--- src/inc/ssc_pkg.sv ---
// Package for the stand-alone conversion control block.
// Assumes a 10 MHz clock and an Avalon-MM register master.
`default_nettype none
package ssc_pkg;
  // Clock and phase times
  localparam int CLK_PERIOD_NS  = 100;
  localparam int SETTLE_TIME_NS = 10000;
  localparam int CONV_TIME_NS   = 15000;
  localparam int SETTLE_CYCLES  = (SETTLE_TIME_NS + CLK_PERIOD_NS - 1) / CLK_PERIOD_NS;
  localparam int CONV_CYCLES    = (CONV_TIME_NS + CLK_PERIOD_NS - 1) / CLK_PERIOD_NS;
  localparam int CNT_W          = 8;
  localparam int DATA_W         = 12;
  localparam int CHAN_W         = 5;
  localparam int SER_BITS       = 12;

  // Register byte offsets
  localparam logic [4:0] OFS_CTRL       = 5'h00;
  localparam logic [4:0] OFS_STATUS     = 5'h04;
  localparam logic [4:0] OFS_RESULT     = 5'h08;
  localparam logic [4:0] OFS_IRQ_STATUS = 5'h0C;
  localparam logic [4:0] OFS_IRQ_CLEAR  = 5'h10;
  localparam logic [4:0] OFS_IRQ_ENABLE = 5'h14;

  // Field positions
  localparam int CTRL_ENABLE_BIT  = 0;
  localparam int STAT_SETTLE_BIT  = 0;
  localparam int STAT_BUSY_BIT    = 1;
  localparam int STAT_EARLY_BIT   = 2;
  localparam int STAT_CHAN_LSB    = 8;
  localparam int IRQ_DONE_BIT     = 0;
  localparam int IRQ_SETTLED_BIT  = 1;
  localparam int IRQ_W            = 2;

  // Reset values
  localparam logic             CTRL_ENABLE_RST = 1'h1;
  localparam logic [IRQ_W-1:0] IRQ_ENABLE_RST  = 2'h0;
  localparam logic [DATA_W-1:0] RESULT_RST     = 12'h000;

  // Pin group from the controlling logic
  typedef struct packed {
    logic              cs_n;
    logic              wr_n;
    logic              rd_n;
    logic              channel_select_enable;
    logic              serial_parallel_select;
    logic              sdc;
    logic [CHAN_W-1:0] address;
  } ssc_pins_t;

  // Avalon-MM request
  typedef struct packed {
    logic        read;
    logic        write;
    logic [4:0]  address;
    logic [31:0] writedata;
  } ssc_avs_req_t;

  typedef enum logic [1:0] {
    SSC_IDLE,
    SSC_SETTLE,
    SSC_CONVERT
  } ssc_state_t;
endpackage
`default_nettype wire

--- src/logic/ssc_ctrl.sv ---
// Stand-alone conversion control with parallel/serial three-state outputs.
// Assumes pin inputs synchronous to clock and an analog core giving adc_code.
//
// What this block does
// - Stand-alone operation works in both parallel and serial output modes.
// - The data output buffers are enabled while chip select and the read strobe are both low.
// - A read strobe that falls before the write strobe shows the previous result while settling, until the write strobe rises.
// - With channel-select enable low, a new conversion begins at the rising edge of the write strobe.
// - At conversion end the busy flag drops and the new result is loaded into the output buffers.
// - With channel-select enable high, a write strobe that falls before the read strobe keeps the outputs high impedance until the result is ready.
// - With channel-select enable high the settle flag rises on the falling write strobe, selecting the channel.
// - The channel address is latched on the falling write strobe.
// - Conversion starts when the settle flag falls after the settling period.
// - The busy flag is high while converting and low at the end of conversion.
`default_nettype none
module ssc_ctrl (
  // Clock and reset
  input  wire logic                        clock,
  input  wire logic                        rst,
  // Converter pins
  input  wire ssc_pkg::ssc_pins_t          pins,
  output logic [ssc_pkg::DATA_W-1:0]       data_out,
  output logic [ssc_pkg::DATA_W-1:0]       data_oe,
  output logic                             settle_flag,
  output logic                             conversion_busy_flag,
  // Analog core
  input  wire logic [ssc_pkg::DATA_W-1:0]  adc_code,
  output logic [ssc_pkg::CHAN_W-1:0]       mux_channel,
  // Avalon-MM slave
  input  wire ssc_pkg::ssc_avs_req_t       avs_req,
  output logic [31:0]                      avs_readdata,
  output logic                             avs_waitrequest,
  // Interrupt
  output logic                             irq
);
  import ssc_pkg::*;

  ssc_state_t                state_ff;
  logic [CNT_W-1:0]          cnt_ff;
  logic                      wr_prev_ff;
  logic                      rd_prev_ff;
  logic                      sdc_prev_ff;
  logic                      wr_risen_ff;
  logic                      early_read_ff;
  logic                      settle_ff;
  logic                      busy_ff;
  logic [CHAN_W-1:0]         chan_ff;
  logic [DATA_W-1:0]         result_ff;
  logic [SER_BITS-1:0]       shift_ff;
  logic [DATA_W-1:0]         dout_ff;
  logic [DATA_W-1:0]         doe_ff;
  logic                      enable_ff;
  logic [IRQ_W-1:0]          irq_stat_ff;
  logic [IRQ_W-1:0]          irq_en_ff;
  logic                      irq_ff;
  logic                      wait_ff;
  logic [31:0]               rdata_ff;

  logic                      wr_fall;
  logic                      wr_rise;
  logic                      sdc_fall;
  logic                      rd_fall;
  logic                      done_ev;
  logic                      settled_ev;
  logic                      bus_wr;
  logic                      bus_hit;
  logic [DATA_W-1:0]         nxt_dout;
  logic [DATA_W-1:0]         nxt_doe;
  logic [31:0]               nxt_rdata;

  assign wr_fall  = !pins.cs_n && wr_prev_ff && !pins.wr_n;
  assign wr_rise  = !pins.cs_n && !wr_prev_ff && pins.wr_n;
  assign rd_fall  = rd_prev_ff && !pins.rd_n;
  assign sdc_fall = sdc_prev_ff && !pins.sdc;
  assign done_ev  = (state_ff == SSC_CONVERT) && (cnt_ff == CNT_W'(CONV_CYCLES - 1));
  assign settled_ev = (state_ff == SSC_SETTLE) && (cnt_ff >= CNT_W'(SETTLE_CYCLES - 1))
                      && (wr_risen_ff || wr_rise);
  assign bus_hit  = (avs_req.read || avs_req.write) && !wait_ff;
  assign bus_wr   = bus_hit && avs_req.write;

  // Strobe history
  always_ff @(posedge clock) begin
    if (rst) begin
      wr_prev_ff  <= 1'b1;
      rd_prev_ff  <= 1'b1;
      sdc_prev_ff <= 1'b1;
    end else begin
      wr_prev_ff  <= pins.wr_n;
      rd_prev_ff  <= pins.rd_n;
      sdc_prev_ff <= pins.sdc;
    end
  end

  // Conversion sequencer
  always_ff @(posedge clock) begin
    if (rst) begin
      state_ff    <= SSC_IDLE;
      cnt_ff      <= '0;
      settle_ff   <= 1'b0;
      busy_ff     <= 1'b0;
      wr_risen_ff <= 1'b0;
      chan_ff     <= '0;
    end else begin
      case (state_ff)
        SSC_IDLE: begin
          cnt_ff      <= '0;
          wr_risen_ff <= 1'b0;
          if (enable_ff && wr_fall) begin
            chan_ff <= pins.address;
            if (pins.channel_select_enable) begin
              settle_ff <= 1'b1;
              state_ff  <= SSC_SETTLE;
            end
          end else if (enable_ff && wr_rise && !pins.channel_select_enable) begin
            busy_ff  <= 1'b1;
            state_ff <= SSC_CONVERT;
          end
        end
        SSC_SETTLE: begin
          if (cnt_ff < CNT_W'(SETTLE_CYCLES - 1)) begin
            cnt_ff <= cnt_ff + 1'b1;
          end
          if (wr_rise) begin
            wr_risen_ff <= 1'b1;
            busy_ff     <= 1'b1;
          end
          if (settled_ev) begin
            settle_ff <= 1'b0;
            cnt_ff    <= '0;
            state_ff  <= SSC_CONVERT;
          end
        end
        SSC_CONVERT: begin
          cnt_ff <= cnt_ff + 1'b1;
          if (done_ev) begin
            busy_ff  <= 1'b0;
            cnt_ff   <= '0;
            state_ff <= SSC_IDLE;
          end
        end
        default: begin
          state_ff <= SSC_IDLE;
        end
      endcase
    end
  end

  // Read-before-write ordering of the current cycle
  always_ff @(posedge clock) begin
    if (rst) begin
      early_read_ff <= 1'b0;
    end else if (wr_fall && state_ff == SSC_IDLE) begin
      early_read_ff <= !pins.rd_n;
    end else if (done_ev) begin
      early_read_ff <= 1'b0;
    end
  end

  // Result buffer and serial shifter
  always_ff @(posedge clock) begin
    if (rst) begin
      result_ff <= RESULT_RST;
      shift_ff  <= RESULT_RST;
    end else if (done_ev) begin
      result_ff <= adc_code;
      shift_ff  <= adc_code;
    end else if (rd_fall) begin
      shift_ff <= result_ff;
    end else if (!pins.rd_n && !pins.serial_parallel_select && sdc_fall) begin
      shift_ff <= {shift_ff[SER_BITS-2:0], 1'b0};
    end
  end

  // Output buffer drive
  always_comb begin
    logic show;
    show = !pins.cs_n && !pins.rd_n;
    if (busy_ff || settle_ff) begin
      show = show && early_read_ff && settle_ff && !busy_ff;
    end
    nxt_dout = '0;
    nxt_doe  = '0;
    if (show) begin
      if (pins.serial_parallel_select) begin
        nxt_dout = result_ff;
        nxt_doe  = '1;
      end else begin
        nxt_dout[DATA_W-1] = shift_ff[SER_BITS-1];
        nxt_doe[DATA_W-1]  = 1'b1;
      end
    end
  end

  always_ff @(posedge clock) begin
    if (rst) begin
      dout_ff <= '0;
      doe_ff  <= '0;
    end else begin
      dout_ff <= nxt_dout;
      doe_ff  <= nxt_doe;
    end
  end

  // Interrupt status, set wins over clear
  always_ff @(posedge clock) begin
    if (rst) begin
      irq_stat_ff <= '0;
      irq_ff      <= 1'b0;
    end else begin
      for (int i = 0; i < IRQ_W; i++) begin
        if ((i == IRQ_DONE_BIT && done_ev) || (i == IRQ_SETTLED_BIT && settled_ev)) begin
          irq_stat_ff[i] <= 1'b1;
        end else if (bus_wr && avs_req.address == OFS_IRQ_CLEAR && avs_req.writedata[i]) begin
          irq_stat_ff[i] <= 1'b0;
        end
      end
      irq_ff <= |(irq_stat_ff & irq_en_ff);
    end
  end

  // Writable registers
  always_ff @(posedge clock) begin
    if (rst) begin
      enable_ff <= CTRL_ENABLE_RST;
      irq_en_ff <= IRQ_ENABLE_RST;
    end else if (bus_wr) begin
      if (avs_req.address == OFS_CTRL) begin
        enable_ff <= avs_req.writedata[CTRL_ENABLE_BIT];
      end
      if (avs_req.address == OFS_IRQ_ENABLE) begin
        irq_en_ff <= avs_req.writedata[IRQ_W-1:0];
      end
    end
  end

  // Read mux
  always_comb begin
    nxt_rdata = '0;
    case (avs_req.address)
      OFS_CTRL: begin
        nxt_rdata[CTRL_ENABLE_BIT] = enable_ff;
      end
      OFS_STATUS: begin
        nxt_rdata[STAT_SETTLE_BIT] = settle_ff;
        nxt_rdata[STAT_BUSY_BIT]   = busy_ff;
        nxt_rdata[STAT_EARLY_BIT]  = early_read_ff;
        nxt_rdata[STAT_CHAN_LSB +: CHAN_W] = chan_ff;
      end
      OFS_RESULT: begin
        nxt_rdata[DATA_W-1:0] = result_ff;
      end
      OFS_IRQ_STATUS: begin
        nxt_rdata[IRQ_W-1:0] = irq_stat_ff;
      end
      OFS_IRQ_ENABLE: begin
        nxt_rdata[IRQ_W-1:0] = irq_en_ff;
      end
      default: begin
        nxt_rdata = '0;
      end
    endcase
  end

  // One wait cycle per access
  always_ff @(posedge clock) begin
    if (rst) begin
      wait_ff  <= 1'b1;
      rdata_ff <= '0;
    end else begin
      wait_ff <= !((avs_req.read || avs_req.write) && wait_ff);
      if (avs_req.read && wait_ff) begin
        rdata_ff <= nxt_rdata;
      end
    end
  end

  assign data_out             = dout_ff;
  assign data_oe              = doe_ff;
  assign settle_flag          = settle_ff;
  assign conversion_busy_flag = busy_ff;
  assign mux_channel          = chan_ff;
  assign avs_readdata         = rdata_ff;
  assign avs_waitrequest      = wait_ff;
  assign irq                  = irq_ff;
endmodule
`default_nettype wire

--- config.mk ---
export PLATFORM = sky130hd
export DESIGN_NAME = ssc_ctrl
export DESIGN_NICKNAME = d
export VERILOG_FILES = /design/src/inc/ssc_pkg.sv /design/src/logic/ssc_ctrl.sv
export SDC_FILE = /design/constraint.sdc
export NUM_CORES = 1
export LEC_CHECK = 0
export ABC_CLOCK_PERIOD_IN_PS = 2300
export BUFFER_PORTS_ARGS = -buffer_cell sky130_fd_sc_hd__buf_2
export CORE_UTILIZATION = 50
export CTS_CLUSTER_SIZE = 16
export DETAILED_ROUTE_END_ITERATION = 12
export PLACE_DENSITY = 0.8
export SLEW_MARGIN = 20
export SYNTH_ARGS = -nofsm -noshare
export SYNTH_HDL_FRONTEND = slang
export SYNTH_SLANG_ARGS = --single-unit
export TNS_END_PERCENT = 30
--- constraint.sdc ---
create_clock -name clock -period 2.3 [get_ports clock]
set_input_delay 0.115 -clock clock [delete_from_list [all_inputs] [get_ports clock]]
set_output_delay 0.115 -clock clock [all_outputs]
set_load 0.01 [all_outputs]
==> impl_metrics.toml <==
[outcome]
status = "completed"

[die]
core_area_sq_um = 6940
rows = 30
die_y_um = 87.8
start_util = 0.531
io_pins = 129
fp.dieW_um = 87.8
die_area_sq_um = 7720

[yosys]
synth_area_sq_um = 3680
yosysTopAreaCellShare = 0.435
synth-edff-count = 0
synth_cell_types = 55
synthTopCellsByCount = "dfxtp_1 (80), nand2_1 (58), a21oi_1 (42)"
ys_ff_latch = 80
synth.most_common_cell = "dfxtp_1"
yosys_warnings = 0
seq_area_frac_synth = 0.435
synth_ff_type = "dfxtp_1"
yosysTopAreaCell = "dfxtp_1"
netlist_instances = 424
postSynth.asyncResetShare = 0
avgSynthCellArea_sq_um = 8.69
synth_area_leaders = "dfxtp_1 (43%), buf_4 (5.9%), nand2_1 (5.9%), a21oi_1 (5.7%), mux2i_1 (4.9%)"

[worst_setup_path]
required_ns = 2.57
start_kind = "flop"
r2r_slack_ns = 0.31
path_delay_family = "simple AND/OR/NAND/NOR gates"
slowest_stage = "or4_4"
cp_cell_sequence = "ha_1 -> or4_4 -> o211ai_4 -> a211oi_1 -> nand2b_1 -> o31ai_2"
critPathKind = "flop to flop"
crit_arrival_ns = 2.26
end_kind = "flop"
slowest_delay_ns = 0.44
path_buf_inv = 0
crit_fanout = 7

[clocking]
insertion_delay_ns = 0.36
cts_buffer_depth = 2
root_buffer = "clkbuf_8"
clkTransAtPathRegs_ns = 0.08
postCtsSetupBuffers = 0
cts_sinks = 80
cts_tree = "built"
cts.repair.resized = 0
cts_max_level = 3
cts_buffers = 9

[cells_and_area]
diodes = 0
area_delta_synth_final_pct = 15.9
fillers = 601
instances_no_fill = 590
final_nets = 559
drive_above_1_share = 0.241

[run]
cap_violations = 0

[grt]
grt_pass1_vias = 2913
grt_max_degree = 62
grt_first_pass_wirelength_um = 13700
overflow = 0
grtUsageTotal = 0.231
antenna_found_initial = 0

[power]
max-vdd-ir-drop_v = 0.000289
p_sw_frac = 0.272
leakagePower_nw = 1.88
combinationalPowerShare = 0.146
p_clk_frac = 0.377
p_sw_mw = 0.846
powerDensity_nw_per_um2 = 729
p_seq_frac = 0.477
p_int_mw = 2.27

[timing]
finalClockSkew_ns = 0.00721
rsz0062_at_grt = "no"
worst_pin_slew_ns = 0.615
min_period_over_period = 0.864
tns_ns = 0
finalMaxSlewViolations = 0
slew_headroom = 0.590
finalSetupViolCount = 0
layout_min_cycle_time_ns = 1.99
finalHoldViolations = 0
fin_ws_ns = 0.312
clock.fmax_mhz = 503

[hold_path]
hold_class = "primary input to flop"

[place]
dpl.hpwl_um = 6050
dpl_worst_slack_ns = 0.373
globalplace.congestion = 0.869
io_buffers = 79
dp.cells = 570

[detailed_routing]
drc = 0
wire_per_inst_um = 14.6
dr.pass1.iters = 4
drtAntennaViolNets = 0
routed_wl_um = 8630
drt-initial-drc-count = 187
viasPerCell = 5.42
vias = 3198
## timing repair
action / in CTS / in global routing
endpoints found under the setup margin: 0 / 0
hold buffers: 4 / 0
hold endpoints to repair: 3 / 0
## layer usage
| layer | GRT usage | share of wire | routed length [um] |
|---|---|---|---|
| met1 | 0.300 | 0.45 | 3870 |
| met2 | 0.385 | 0.48 | 4160 |
| met3 | 0.0273 | 0.052 | 450 |
| met4 | 0.103 | 0.018 | 156 |
| met5 | 0 | 0 | 0 |
## layout by cell type (no fill, tap or decap), drive strengths merged, types with 3 or more instances in the layout
cell         synthesis  routed
nand3               16      16
clkbuf              19      10
nand2               58      58
nand2b               3       3
or2                  5       5
inv                  9      10
nor2b                6       6
buf                 35      86
nor4b                4       4
a21oi               42      42
clkinv               0       3
dlygate4sd3          0       4
and2                 3       3
a21o                 4       4
and3                13      13
ha                   6       6
nor3                 7       7
a221oi               6       6
nor2                24      24
dfxtp               80      80
xor2                 3       3
o211ai              14      14
o21ai               10      10
mux2i               18      18
conb                 1      19
## per-stage QoR
| stage | power [mW] | cell area, sq um | hold slack, ns | util |
|---|---|---|---|---|
| floorplan | 1.85 | 3750 | 0.222 | - |
| global placement | 1.94 | 4000 | 0.343 | 0.576 |
| detailed placement | 1.96 | 4000 | 0.336 | 0.576 |
| CTS | 3.11 | 4270 | 0.00979 | 0.615 |
| global route | 3.24 | 4270 | 0.0238 | 0.615 |
| finish | 3.12 | 4270 | 0.0144 | 0.615 |
## layout make-up
cell class,instances,area [sq um],area share
clock buffer,10,138,0.0322
clock inverter,6,91.3,0.0214
inverter,9,33.8,0.00791
multi-input combinational,299,1800,0.421
sequential,80,1600,0.375
tap,96,120,0.0281
timing repair buffer,90,488,0.114
## path summary, 6_finish.rpt
check,endpoint,cells after the start,startpoint
worst max-delay path,cnt_ff[0],6,cnt_ff[0]
worst min-delay path,irq_en_ff[1],3,avs_req[1]
worst max register to register,cnt_ff[0],6,cnt_ff[0]
worst min register to register,avs_readdata[5],2,avs_readdata[5]
## power by group through the flow
stage	Clock (mW)	Combinational (mW)	Sequential, mW
global route	1.24	0.508	1.49
global placement	0	0.429	1.52
floorplan	0	0.333	1.52
CTS	1.18	0.450	1.48
finish	1.17	0.455	1.49
detailed placement	0	0.440	1.52
## worst register-to-register path, stage by stage, from the launching register on
cell      delay, ns
dfxtp_1        0.36
ha_1           0.26
or4_4          0.44
o211ai_4       0.26
a211oi_1       0.18
nand2b_1       0.21
o31ai_2        0.18
## state kept, by name (all words and copies together), names as in the netlist
name and count:
avs_readdata 13, avs_waitrequest 1, cnt_ff 8, conversion_busy_flag 1, data_oe 2, data_out 12, early_read_ff 1, enable_ff 1
irq 1, irq_en_ff 2, irq_stat_ff 2, mux_channel 5, rd_prev_ff 1, result_ff 12, sdc_prev_ff 1, settle_flag 1
shift_ff 12, state_ff 2, wr_prev_ff 1, wr_risen_ff 1
## logic make-up after synthesis
| logic type | synth area share |
|---|---|
| adder cells (fa/ha/maj) | 0.0204 |
| other | 0.00102 |
| AND/OR/NAND/NOR | 0.214 |
| AO/OA/AOI/OAI | 0.174 |
| flip-flops | 0.435 |
| XOR/XNOR | 0.0119 |
| multiplexers | 0.0489 |
| buffers and inverters | 0.0954 |
(Power assumes the default switching activity.)
